===== config.mk =====
export PLATFORM = sky130hd
export DESIGN_NAME = multichip_sync_control
export DESIGN_NICKNAME = d
export VERILOG_FILES = /design/src/hdl/multichip_sync_pkg.sv /design/src/hdl/multichip_sync_control.sv /design/src/hdl/sync_correlator.sv
export SDC_FILE = /design/constraint.sdc
export NUM_CORES = 1
export LEC_CHECK = 0
export BUFFER_PORTS_ARGS = -buffer_cell sky130_fd_sc_hd__buf_2
export CORE_MARGIN = 1.5
export CORE_UTILIZATION = 42
export DETAILED_ROUTE_END_ITERATION = 6
export GPL_TIMING_DRIVEN = 0
export SYNTH_ARGS = -nofsm -noshare
export SYNTH_HDL_FRONTEND = slang
export SYNTH_SLANG_ARGS = --single-unit

===== constraint.sdc =====
create_clock -name i_clk -period 7 [get_ports i_clk]
set_input_delay 0.35 -clock i_clk [delete_from_list [all_inputs] [get_ports i_clk]]
set_output_delay 0.35 -clock i_clk [all_outputs]
set_load 0.01 [all_outputs]

===== src/hdl/multichip_sync_pkg.sv =====
package multichip_sync_pkg;

   // ----------------------------------------
   // Register map
   // ----------------------------------------
   localparam int          REG_ADDR_W         = 5;
   localparam logic [4:0]  MULTICHIP_ALIGNMENT_CONFIG_ADDR = 5'h03;
   localparam logic [31:0] MULTICHIP_ALIGNMENT_CONFIG_RESET = 32'h0000_0000;

   // ----------------------------------------
   // Field positions
   // ----------------------------------------
   localparam int CORR_THRESH_LSB  = 27;
   localparam int CORR_THRESH_MSB  = 31;
   localparam int SYNC_RX_EN_BIT   = 26;
   localparam int SYNC_TX_EN_BIT   = 25;
   localparam int FIXED_LOW_HI_BIT = 24;
   localparam int IN_DELAY_LSB     = 19;
   localparam int IN_DELAY_MSB     = 23;
   localparam int ERR_AUTO_BIT     = 18;
   localparam int FIXED_LOW_LO_BIT = 17;
   localparam int SLAVE_MODE_BIT   = 16;
   localparam int OUT_DELAY_LSB    = 11;
   localparam int OUT_DELAY_MSB    = 15;
   localparam int FIXED_HIGH_BIT   = 10;
   localparam int OUT_FALL_BIT     = 9;
   localparam int LOOPBACK_BIT     = 8;
   localparam int CLK_STATE_LSB    = 4;
   localparam int CLK_STATE_MSB    = 7;
   localparam int WINDOW_LSB       = 0;
   localparam int WINDOW_MSB       = 3;

   // ----------------------------------------
   // Pulse format and timing
   // ----------------------------------------
   localparam int          DELAY_TAPS   = 32;
   localparam int          CORR_LEN     = 32;
   localparam logic [31:0] SYNC_PATTERN = 32'hffff_0000;
   localparam int          PULSE_CYCLES = 16;
   localparam int          SYNC_PERIOD_CYCLES = 1024;
   localparam int          CLK_PERIOD_PS = 5000;
   localparam int          SYNC_PERIOD_NS = 5120;
   localparam int          SYNC_PERIOD_FROM_NS = (SYNC_PERIOD_NS * 1000) / CLK_PERIOD_PS;

   typedef enum logic [1:0] {
      CHK_IDLE,
      CHK_ARMED,
      CHK_DONE
   } check_state_t;

endpackage


===== src/hdl/multichip_sync_control.sv =====
// Operation
// - Register at address 0x03 holds the synchronization settings except slave polarity and differential clock enable, 32 bits wide.
// - Bits 31:27 set correlation threshold for accepting received sync pulses.
// - Bit 26 enables sync receive logic; cleared by default.
// - Bit 25 enables output sync pulse generator; cleared by default.
// - Bits 23:19 delay received pulse; ignored while driver enable cleared.
// - Bit 18 selects manual (0) or automatic continuous (1) error check.
// - Bit 16 enables slave mode; data clock pin becomes sampling clock input.
// - Bits 15:11 delay emitted pulse in sample clocks; ignored without driver enable.
// - Bit 9 selects launch edge: rising when clear, falling when set.
// - Bit 8 with output enable loops internal pulse to receiver, pins ignored.
// - Bits 7:4 give state loaded into clock generator on synchronization.
// - Bits 3:0 set receiver window margin; ignored without driver enable.
// - Slave mode samples on rising edge if polarity bit set, else falling.
// - Differential clock enable clear: sync pads carry sync logic, not data clock.
`timescale 1ns/1ps
module multichip_sync_control
   import multichip_sync_pkg::*;
#(
   parameter int SYNC_PERIOD = SYNC_PERIOD_CYCLES,
   parameter int PULSE_LEN   = PULSE_CYCLES
) (
   input  wire logic                  i_clk,
   input  wire logic                  i_rst_b,
   input  wire logic [REG_ADDR_W-1:0] i_reg_addr,
   input  wire logic                  i_reg_wr,
   input  wire logic [31:0]           i_reg_wdata,
   output logic [31:0]                o_reg_rdata,
   input  wire logic                  i_data_sync_rising,
   input  wire logic                  i_diff_data_port_clock_out_en,
   input  wire logic                  i_data_port_clock_int,
   input  wire logic                  i_error_check_req,
   input  wire logic                  i_sync_in,
   input  wire logic                  i_slave_sampling_clock_in,
   output logic                       o_sync_out_pad,
   output logic                       o_sync_out_fall,
   output logic                       o_data_port_clock_out,
   output logic                       o_data_port_clock_oe_b,
   output logic                       o_sample_strobe,
   output logic                       o_sync_locked,
   output logic                       o_sync_error,
   output logic                       o_check_busy,
   output logic                       o_clk_state_load,
   output logic [3:0]                 o_clk_gen_state
);

   // ----------------------------------------
   // Configuration register
   // ----------------------------------------
   logic [31:0] multichip_alignment_config;
   logic        cfg_hit;

   assign cfg_hit = (i_reg_addr == MULTICHIP_ALIGNMENT_CONFIG_ADDR);

   always_ff @(posedge i_clk or negedge i_rst_b) begin
      if (!i_rst_b) begin
         multichip_alignment_config <= MULTICHIP_ALIGNMENT_CONFIG_RESET;
         o_reg_rdata                <= 32'h0000_0000;
      end else begin
         if (i_reg_wr && cfg_hit) begin
            multichip_alignment_config <= i_reg_wdata;
         end
         o_reg_rdata <= cfg_hit ? multichip_alignment_config : 32'h0000_0000;
      end
   end

   // ----------------------------------------
   // Field decode
   // ----------------------------------------
   wire logic [4:0] corr_thresh = multichip_alignment_config[CORR_THRESH_MSB:CORR_THRESH_LSB];
   wire logic       rx_en       = multichip_alignment_config[SYNC_RX_EN_BIT];
   wire logic       tx_en       = multichip_alignment_config[SYNC_TX_EN_BIT];
   wire logic [4:0] in_delay_w  = multichip_alignment_config[IN_DELAY_MSB:IN_DELAY_LSB];
   wire logic       err_auto    = multichip_alignment_config[ERR_AUTO_BIT];
   wire logic       slave_mode  = multichip_alignment_config[SLAVE_MODE_BIT];
   wire logic [4:0] out_delay_w = multichip_alignment_config[OUT_DELAY_MSB:OUT_DELAY_LSB];
   wire logic       out_fall    = multichip_alignment_config[OUT_FALL_BIT];
   wire logic       loopback    = multichip_alignment_config[LOOPBACK_BIT];
   wire logic [3:0] clk_state   = multichip_alignment_config[CLK_STATE_MSB:CLK_STATE_LSB];
   wire logic [3:0] window_w    = multichip_alignment_config[WINDOW_MSB:WINDOW_LSB];

   // Delay words only count while the driver is enabled
   wire logic [4:0] in_delay  = tx_en ? in_delay_w : 5'h00;
   wire logic [4:0] out_delay = tx_en ? out_delay_w : 5'h00;
   wire logic [3:0] margin    = tx_en ? window_w : 4'h0;
   wire logic       use_loop  = loopback && tx_en;

   // ----------------------------------------
   // Pin synchronisers
   // ----------------------------------------
   logic [1:0] sync_in_ff;
   logic [1:0] dci_ff;
   logic       dci_prev;

   always_ff @(posedge i_clk or negedge i_rst_b) begin
      if (!i_rst_b) begin
         sync_in_ff <= 2'b00;
         dci_ff     <= 2'b00;
         dci_prev   <= 1'b0;
      end else begin
         sync_in_ff <= {sync_in_ff[0], i_sync_in};
         dci_ff     <= {dci_ff[0], i_slave_sampling_clock_in};
         dci_prev   <= dci_ff[1];
      end
   end

   // ----------------------------------------
   // Slave mode data clock
   // ----------------------------------------
   wire logic dci_rise = dci_ff[1] && !dci_prev;
   wire logic dci_fall = !dci_ff[1] && dci_prev;

   always_ff @(posedge i_clk or negedge i_rst_b) begin
      if (!i_rst_b) begin
         o_sample_strobe        <= 1'b0;
         o_data_port_clock_oe_b <= 1'b0;
         o_data_port_clock_out  <= 1'b0;
      end else begin
         o_sample_strobe        <= slave_mode && (i_data_sync_rising ? dci_rise : dci_fall);
         o_data_port_clock_oe_b <= slave_mode;
         o_data_port_clock_out  <= slave_mode ? 1'b0 : i_data_port_clock_int;
      end
   end

   // ----------------------------------------
   // Pulse generator
   // ----------------------------------------
   logic [15:0]           period_cnt;
   logic [7:0]            pulse_cnt;
   logic                  pulse_raw;
   logic [DELAY_TAPS-1:0] out_line;
   logic                  tx_pulse;

   wire logic period_end = (period_cnt == 16'(SYNC_PERIOD - 1));
   wire logic tx_tap     = (out_delay == 5'h00) ? pulse_raw : out_line[out_delay - 5'h01];

   always_ff @(posedge i_clk or negedge i_rst_b) begin
      if (!i_rst_b) begin
         period_cnt <= 16'h0000;
         pulse_cnt  <= 8'h00;
         pulse_raw  <= 1'b0;
      end else if (!tx_en) begin
         period_cnt <= 16'h0000;
         pulse_cnt  <= 8'h00;
         pulse_raw  <= 1'b0;
      end else begin
         period_cnt <= period_end ? 16'h0000 : period_cnt + 16'h0001;
         if (period_end) begin
            pulse_cnt <= 8'(PULSE_LEN);
            pulse_raw <= 1'b1;
         end else if (pulse_cnt != 8'h00) begin
            pulse_cnt <= pulse_cnt - 8'h01;
            pulse_raw <= (pulse_cnt != 8'h01);
         end
      end
   end

   always_ff @(posedge i_clk or negedge i_rst_b) begin
      if (!i_rst_b) begin
         out_line <= '0;
         tx_pulse <= 1'b0;
      end else begin
         out_line <= tx_en ? {out_line[DELAY_TAPS-2:0], pulse_raw} : '0;
         tx_pulse <= tx_en && tx_tap;
      end
   end

   // ----------------------------------------
   // Output pads
   // ----------------------------------------
   always_ff @(posedge i_clk or negedge i_rst_b) begin
      if (!i_rst_b) begin
         o_sync_out_pad  <= 1'b0;
         o_sync_out_fall <= 1'b0;
      end else begin
         o_sync_out_pad  <= i_diff_data_port_clock_out_en ? i_data_port_clock_int
                                              : (tx_en && tx_pulse);
         o_sync_out_fall <= out_fall;
      end
   end

   // ----------------------------------------
   // Receive path
   // ----------------------------------------
   logic [DELAY_TAPS-1:0] in_line;
   logic                  rx_sample;
   logic                  rx_match;

   wire logic rx_source = use_loop ? tx_pulse : sync_in_ff[1];

   always_ff @(posedge i_clk or negedge i_rst_b) begin
      if (!i_rst_b) begin
         in_line   <= '0;
         rx_sample <= 1'b0;
      end else begin
         in_line   <= rx_en ? {in_line[DELAY_TAPS-2:0], rx_source} : '0;
         rx_sample <= rx_en && (in_delay == 5'h00 ? rx_source : in_line[in_delay - 5'h01]);
      end
   end

   sync_correlator #(
      .LEN     (CORR_LEN),
      .PATTERN (SYNC_PATTERN)
   ) u_corr (
      .i_clk       (i_clk),
      .i_rst_b     (i_rst_b),
      .i_enable    (rx_en),
      .i_sample    (rx_sample),
      .i_threshold (corr_thresh),
      .o_match     (rx_match),
      .o_score     ()
   );

   // ----------------------------------------
   // Clock generation state load
   // ----------------------------------------
   always_ff @(posedge i_clk or negedge i_rst_b) begin
      if (!i_rst_b) begin
         o_clk_gen_state  <= 4'h0;
         o_clk_state_load <= 1'b0;
         o_sync_locked    <= 1'b0;
      end else begin
         o_clk_state_load <= rx_match;
         if (rx_match) begin
            o_clk_gen_state <= clk_state;
         end else begin
            o_clk_gen_state <= o_clk_gen_state + 4'h1;
         end
         if (!rx_en) begin
            o_sync_locked <= 1'b0;
         end else if (rx_match) begin
            o_sync_locked <= 1'b1;
         end
      end
   end

   // ----------------------------------------
   // Pulse spacing error check
   // ----------------------------------------
   check_state_t chk_state;
   check_state_t next_chk_state;
   logic [16:0]  since_cnt;
   logic         chk_pend;

   wire logic [16:0] early_lim = 17'(SYNC_PERIOD) - {13'h0000, margin};
   wire logic [16:0] late_lim  = 17'(SYNC_PERIOD) + {13'h0000, margin};
   wire logic        in_win    = (since_cnt >= early_lim) && (since_cnt <= late_lim);
   wire logic        overdue   = (since_cnt > late_lim);
   wire logic        armed     = (chk_state == CHK_ARMED);
   wire logic        bad_event = armed && ((rx_match && !in_win) || overdue);

   always_comb begin
      next_chk_state = chk_state;
      unique case (chk_state)
         CHK_IDLE: begin
            if ((err_auto || chk_pend || i_error_check_req) && rx_match) begin
               next_chk_state = CHK_ARMED;
            end
         end
         CHK_ARMED: begin
            if (rx_match || overdue) begin
               next_chk_state = err_auto ? CHK_ARMED : CHK_DONE;
            end
         end
         CHK_DONE: begin
            if (err_auto || i_error_check_req) begin
               next_chk_state = CHK_IDLE;
            end
         end
      endcase
      if (!rx_en) begin
         next_chk_state = CHK_IDLE;
      end
   end

   always_ff @(posedge i_clk or negedge i_rst_b) begin
      if (!i_rst_b) begin
         chk_state    <= CHK_IDLE;
         since_cnt    <= 17'h00000;
         chk_pend     <= 1'b0;
         o_sync_error <= 1'b0;
      end else begin
         chk_state <= next_chk_state;
         // Manual request waits here for the next accepted pulse
         if (i_error_check_req) begin
            chk_pend <= 1'b1;
         end else if (!rx_en || chk_state == CHK_ARMED) begin
            chk_pend <= 1'b0;
         end
         if (rx_match || overdue || !rx_en) begin
            since_cnt <= 17'h00001;
         end else begin
            since_cnt <= since_cnt + 17'h00001;
         end
         if (bad_event) begin
            o_sync_error <= 1'b1;
         end else if (i_error_check_req || !rx_en) begin
            o_sync_error <= 1'b0;
         end
      end
   end

   assign o_check_busy = (chk_state != CHK_DONE) && (err_auto || chk_state == CHK_ARMED);

endmodule


===== src/hdl/sync_correlator.sv =====
`timescale 1ns/1ps
module sync_correlator
   import multichip_sync_pkg::*;
#(
   parameter int          LEN     = CORR_LEN,
   parameter logic [31:0] PATTERN = SYNC_PATTERN
) (
   input  wire logic       i_clk,
   input  wire logic       i_rst_b,
   input  wire logic       i_enable,
   input  wire logic       i_sample,
   input  wire logic [4:0] i_threshold,
   output logic            o_match,
   output logic [5:0]      o_score
);

   logic [LEN-1:0] window;
   logic [5:0]     score;
   logic           above;
   logic           above_q;

   // ----------------------------------------
   // Agreement count against the pulse shape
   // ----------------------------------------
   function automatic logic [5:0] agree(input logic [LEN-1:0] w, input logic [LEN-1:0] p);
      logic [5:0] n;
      n = 6'h00;
      for (int k = 0; k < LEN; k++) begin
         n = n + {5'h00, ~(w[k] ^ p[k])};
      end
      return n;
   endfunction

   assign score = agree(window, PATTERN[LEN-1:0]);
   assign above = i_enable && (score >= {1'b0, i_threshold});

   always_ff @(posedge i_clk or negedge i_rst_b) begin
      if (!i_rst_b) begin
         window  <= '0;
         above_q <= 1'b0;
         o_match <= 1'b0;
         o_score <= 6'h00;
      end else begin
         window  <= i_enable ? {window[LEN-2:0], i_sample} : '0;
         above_q <= above;
         o_match <= above && !above_q;
         o_score <= score;
      end
   end

endmodule


==> results of run 1 <==
-- logic make-up after synthesis --
| kind of cell | after synthesis | share of synthesized area |
|---|---|---|
| xor gates and xnor gates | 40 | 0.03693 |
| DFF | 226 | 0.5545 |
| other | 1 | 0.0003677 |
| adders and majority gates | 60 | 0.09128 |
| buffers and inverters | 105 | 0.04196 |
| muxes | 57 | 0.07901 |
| AOI/OAI and AO/OA | 62 | 0.04184 |
| and+or+nand+nor | 297 | 0.1541 |
-- synth_stat cells, drive strengths merged (17+ instances only) --
cell type / count
dfrtp: 226
and2: 109
nor2: 76
inv: 75
nand2: 47
mux2: 37
ha: 36
fa: 24
xnor2: 23
clkbuf: 19
nand3: 17
xor2: 17
-- power breakdown --
| group | total [W] | switching, W | internal, W |
|---|---|---|---|
| Sequential | 0.00144 | 0.0000606 | 0.00138 |
| Combinational | 0.000544 | 0.000303 | 0.000242 |
| Clock | 0.00142 | 0.000506 | 0.000914 |
-- per-stage QoR --
stage               std cells  power [W]  instance area [sq um]  setup WS, ns
global route             1313   0.003581                  12090        0.5975
floorplan                 853   0.001829                  10220         1.248
finish                   1313   0.003405                  12090        0.8558
CTS                      1311   0.003456                  12080        0.7714
detailed placement       1264   0.002016                  11130        0.8439
global placement         1262   0.002002                  11070        0.9074
-- state kept, by name, summed over array words and instances (netlist names), 2 cells and up --
name / count
chk_state: 2
dci_ff: 2
in_line: 32
multichip_alignment_config: 32
o_clk_gen_state: 4
o_reg_rdata: 32
out_line: 32
period_cnt: 16
pulse_cnt: 8
since_cnt: 17
sync_in_ff: 2
u_corr.window: 32
-- area by class of cell --
cell class	instances	area, sq um
fill	2165	11600
buffer	30	146.4
sequential	226	5655
tap	319	399.1
clock buffer	38	784.5
clock inverter	6	133.9
antenna	2	5.005
multi-input combinational	522	4134
inverter	75	281.5
timing repair buffer	95	545.5
-- layer usage --
layer | vias up | wire length [microns] | global-route usage
li1 | 3045 | - | -
met1 | 3096 | 9783 | 0.2331
met2 | 92 | 9514 | 0.2717
met3 | 38 | 656 | 0.02351
met4 | 0 | 493 | 0.05195
met5 | - | 0 | 0
-- worst max-delay path, cell delays in order (launching register included) --
cell	delay, ns
dfrtp_1	0.37
inv_1	0.09
ha_1	0.25
fa_1	0.51
inv_1	0.05
fa_1	0.48
fa_1	0.52
inv_1	0.05
fa_1	0.54
fa_1	0.45
fa_1	0.51
fa_1	0.44
inv_1	0.08
fa_1	0.41
inv_1	0.07
ha_1	0.21
a21o_1	0.15
a21o_1	0.16
a21o_1	0.17
a221oi_1	0.37
nor3_1	0.09
-- timing repair --
action,in CTS,in global routing
gates resized for setup,0,0
endpoints found under the setup margin,0,0
hold endpoints to repair,56,0
hold buffers,3,0
-- worst paths after layout --
path,end,slack [ns],cells past startpoint
hold reg to reg,dci_ff[1],0.35,0
min in group asynchronous,pulse_cnt[6],0.36,2
hold / removal,o_sync_out_pad,0.06,2
max in group asynchronous,u_corr.window[24],5.46,4
setup / recovery,u_corr.o_match,0.86,20
setup reg to reg,u_corr.o_match,0.86,20
-- cells in the final DEF (no fill, tap or decap), drive strengths merged, types with 4 or more instances in the layout --
master  count
buf       103
o21ai      11
nand2b      5
inv        75
and3        9
nor3       10
o21a        5
ha         36
clkbuf     57
nand2      47
mux2i       7
a21o        6
mux4       13
nand3      17
xnor2      23
bufinv      4
a21oi      12
mux2       37
nand3b      4
fa         24
conb        6
and2      109
nor4        4
xor2       17
dfrtp     226
nor2       76
==> impl_metrics.ini, run 1 <==
[clock_network]
cts_buffer_depth = 3
cts_made_buffers = 25
cts_root_buf = clkbuf_16
clock_latency_ns = 0.51
cts_setup_buffers = 0
clock_sinks = 226
clk_pin_slew_ns = 0.06
tritoncts = done
htree_levels = 1

[critical_path]
startpoint_type = flop
crit_required_ns = 7.37
end_kind = flop
cp-startpoint = u_corr.window[0]
path_class = reg2reg
worst_r2r_startpoint = u_corr.window[0]
worstPathMaxFanout = 2
arrival_ns = 6.51

[sta]
relSlewSlack = 0.3891
tightest_slew_ns = 0.9079
fin_crit_sh = 0.8777
max_freq_mhz = 162.8
fin_worst_skew_ns = 0.005770
setup_viol = 0
rsz0062_at_grt = no
hold_viol_final = 0
fin_setup_tns_ns = 0
finalMaxSlewViolations = 0
hold_slack_ns = 0.05502
period_minus_slack_ns = 6.144

[detailed_routing]
routed_wl_microns = 20450
dr.pass1.iters = 4
final_antenna_net_count = 0
vias = 6271
remaining_drc_errors = 0
vias_per_cell = 4.776
first_iter_violations = 274
wl_per_cell_microns = 15.57

[logic_synthesis]
ys_seq_elements = 226
avgSynthCellArea_sq_um = 12.03
async_reset_ff_frac = 1.000
yosysWarningCount = 0
synth_flop_cell = dfrtp_1
netlist_instances = 848
synth_area_leaders = dfrtp_1, and2_1, fa_1
synthDistinctLibCells = 63
synth_edf_count = 0
syn_area_sq_mm = 0.01020
seq_area_frac_synth = 0.5545
yosysTopAreaCell = dfrtp_1
yosys.area.top_type_share = 0.5545

[die]
io_pins = 91
start_util = 0.4306
dieArea_sq_mm = 0.02523
row_count = 56
coreArea_sq_mm = 0.02368
die_w_microns = 158.8
fp.dieH_microns = 158.8

[power]
p_leak_nw = 6.015
ir_drop_mv = 0.1420
powerDensity_mw_per_mm2 = 281.7

[layout]
drive_gt1_frac = 0.1996
num-nets-final = 1081
utilization = 0.5103
synthToLayoutAreaGrowth_pct = 18.50

[placement]
finalWeightedCongestion = 0.7660
dp_hpwl_microns = 14460
port_buffers = 90

[global_routing]
antenna_found_initial = 2
grt_pass1_wl_microns = 34000
track_usage = 0.1675
grt_pass1_vias = 6461
overflow = 0
grt_max_degree = 106

[job]
maxCapViolations = 0

[status]
status = finished, final reports clean

[min_path]
min-delay-start = i_diff_data_port_clock_out_en
min_path_type = in2reg
Power figures use the tool's default switching activity.
==> run 2: changes to the inputs <==
--- a/config.mk
+++ b/config.mk
@@ -5,6 +5,7 @@
 export SDC_FILE = /design/constraint.sdc
 export NUM_CORES = 1
 export LEC_CHECK = 0
+export ABC_AREA = 1
 export BUFFER_PORTS_ARGS = -buffer_cell sky130_fd_sc_hd__buf_2
 export CORE_MARGIN = 1.5
 export CORE_UTILIZATION = 42
==> run 2 against run 1 <==
Against the previous run:
- non-clock buffer count up 5
- flip-flop and latch count unchanged
- critical path type unchanged
- critical path depth increased by 5
- setup slack gained 0.34 ns
- first-iteration DRC count increased by 59%
- cell area grew 3.4%
==> impl_metrics.ini, run 2 <==
[detailed_routing]
wl_per_cell_microns = 13.68
dr.pass1.iters = 5
remaining_drc_errors = 0
first_iter_violations = 435
final_antenna_net_count = 0
vias_per_cell = 4.608
routed_wl_microns = 23150
vias = 7797

[min_path]
min_path_type = in2reg

[clock_network]
cts_buffer_depth = 3
tritoncts = done
clock_latency_ns = 0.51
cts_root_buf = clkbuf_16
htree_levels = 1
clk_pin_slew_ns = 0.06
cts_resized = 0
clock_sinks = 226
cts_setup_buffers = 0
cts_made_buffers = 25

[critical_path]
crit_required_ns = 7.39
path_class = reg2reg
end_kind = flop
arrival_ns = 6.19
startpoint_type = flop
worstPathMaxFanout = 2

[layout]
utilization = 0.4989
antennaDiodeCount = 0
final_cell_mix = inv_1, nand2_1, dfrtp_1
drive_gt1_frac = 0.1285
seq_area_sq_mm = 0.005655
num-nets-final = 1450
fillers = 2402
layout_commonest_cell = inv_1
synthToLayoutAreaGrowth_pct = 16.95
multi_input_area_sq_mm = 0.003909

[sta]
rsz0062_at_grt = no
finalMaxSlewViolations = 0
fin_setup_tns_ns = 0
fin_worst_skew_ns = 0.01047
hold_viol_final = 0
final.setup.worst_slack_ns = 1.197
fin_crit_sh = 0.8289
period_minus_slack_ns = 5.803
tightest_slew_ns = 0.7610
setup_viol = 0
max_freq_mhz = 172.3
relSlewSlack = 0.4926

[global_routing]
grt_pass1_wl_microns = 39100
track_usage = 0.1857
grt_pass1_vias = 7758
overflow = 0
antenna_found_initial = 0
grt_max_degree = 91

[logic_synthesis]
yosysWarningCount = 0
netlist_top_cells_count = inv_1, nand2_1, dfrtp_1, nor2_1, nand3_1
netlist_instances = 1217
seq_area_frac_synth = 0.5295
synth_area_leaders = dfrtp_1, inv_1, nand2_1
synth_flop_cell = dfrtp_1
yosysMostFrequentCell = inv_1
avgSynthCellArea_sq_um = 8.776
syn_area_sq_mm = 0.01068
async_reset_ff_frac = 1.000
ys_seq_elements = 226
synth_edf_count = 0
synthDistinctLibCells = 38
yosysTopAreaCell = dfrtp_1
yosys.area.top_type_share = 0.5295

[die]
dieArea_sq_mm = 0.02639
start_util = 0.4266
row_count = 58
io_pins = 91
coreArea_sq_mm = 0.02504
die_w_microns = 162.5
fp.dieH_microns = 162.5

[placement]
finalWeightedCongestion = 0.8157
dp_hpwl_microns = 16530
port_buffers = 90
dp_slack_ns = 1.187

[power]
power.share.clock = 0.235
sw_frac_of_total = 0.3938
comb_power_share = 0.475
powerDensity_mw_per_mm2 = 449.8
p_int_w = 0.003406
p_leak_nw = 7.226
netSwitchingPower_w = 0.002212
p_seq_frac = 0.290
power_w = 0.005618
ir_drop_mv = 0.5198

[job]
maxCapViolations = 0

[status]
status = finished, final reports clean
-- run 2: path summary, 6_finish.rpt --
kind,startpoint,to,slack [ns],cells after the start
worst max-delay path,u_corr.window[0],u_corr.o_match,1.20,25
worst min-delay path,i_diff_data_port_clock_out_en,o_sync_out_pad,0.05,2
worst max register to register,u_corr.window[0],u_corr.o_match,1.20,25
worst min register to register,dci_ff[0],dci_ff[1],0.35,0
max in group asynchronous,i_rst_b,period_cnt[5],5.77,3
min in group asynchronous,i_rst_b,since_cnt[6],0.39,2
-- run 2: area by class of cell --
class	instances	area share
clock buffer	35	0.05870
multi-input combinational	706	0.3129
clock inverter	10	0.008014
buffer	35	0.01422
tap	330	0.03306
inverter	255	0.07663
sequential	226	0.4528
timing repair buffer	95	0.04367
-- run 2: metrics by stage --
step / std cells / hold WS [ns] / area, sq um
4_1_cts: 1692 / 0.02075 / 12490
2_1_floorplan: 1222 / 0.05441 / 10700
5_1_grt: 1692 / 0.05008 / 12490
6_report: 1692 / 0.04601 / 12490
3_5_place_dp: 1644 / 0.3418 / 11630
3_3_place_gp: 1642 / 0.3354 / 11560
-- run 2: what timing repair did --
action / 4_1_cts / 5_1_grt
setup endpoints to repair: 0 / 0
endpoints found under the hold margin: 73 / 0
hold buffers: 3 / 0
-- run 2: logic make-up after synthesis --
family,count (synthesis),synth area share
adders and majority gates,60,0.08716
DFF,226,0.5295
xor gates and xnor gates,23,0.02027
and+or+nand+nor,538,0.2172
buffers and inverters,290,0.1063
other,1,0.0003511
AOI/OAI and AO/OA,79,0.03924
-- run 2: power by group through the flow --
stage	clock network [W]	logic [W]	registers, W
after global routing	0.00141	0.00317	0.00165
after detailed placement	0	0.00268	0.00165
after CTS	0.00135	0.00272	0.00163
after global placement	0	0.00260	0.00165
after floorplan	0	0.00205	0.00163
final	0.00132	0.00267	0.00163
-- run 2: per-layer routing --
metal / track usage / vias to the layer above / wire (microns)
li1: - / 3937 / -
met1: 0.2694 / 3691 / 11120
met2: 0.2947 / 134 / 10650
met3: 0.02445 / 35 / 826
met4: 0.04754 / 0 / 545
met5: 0 / - / 0
-- run 2: critical path, cell delays in order (launching register included) --
cell	delay [ns]
dfrtp_1	0.36
inv_1	0.05
ha_1	0.30
fa_1	0.50
inv_1	0.05
fa_1	0.50
fa_1	0.52
inv_1	0.05
fa_1	0.52
fa_1	0.46
fa_1	0.51
fa_1	0.44
inv_1	0.08
fa_1	0.43
inv_1	0.08
ha_1	0.21
o21ai_0	0.07
nand2_1	0.07
nand2_1	0.05
nand2_1	0.05
nand2_1	0.06
nand2_1	0.05
nand2_1	0.05
nand2_1	0.05
nand2_1	0.08
nor2_1	0.08
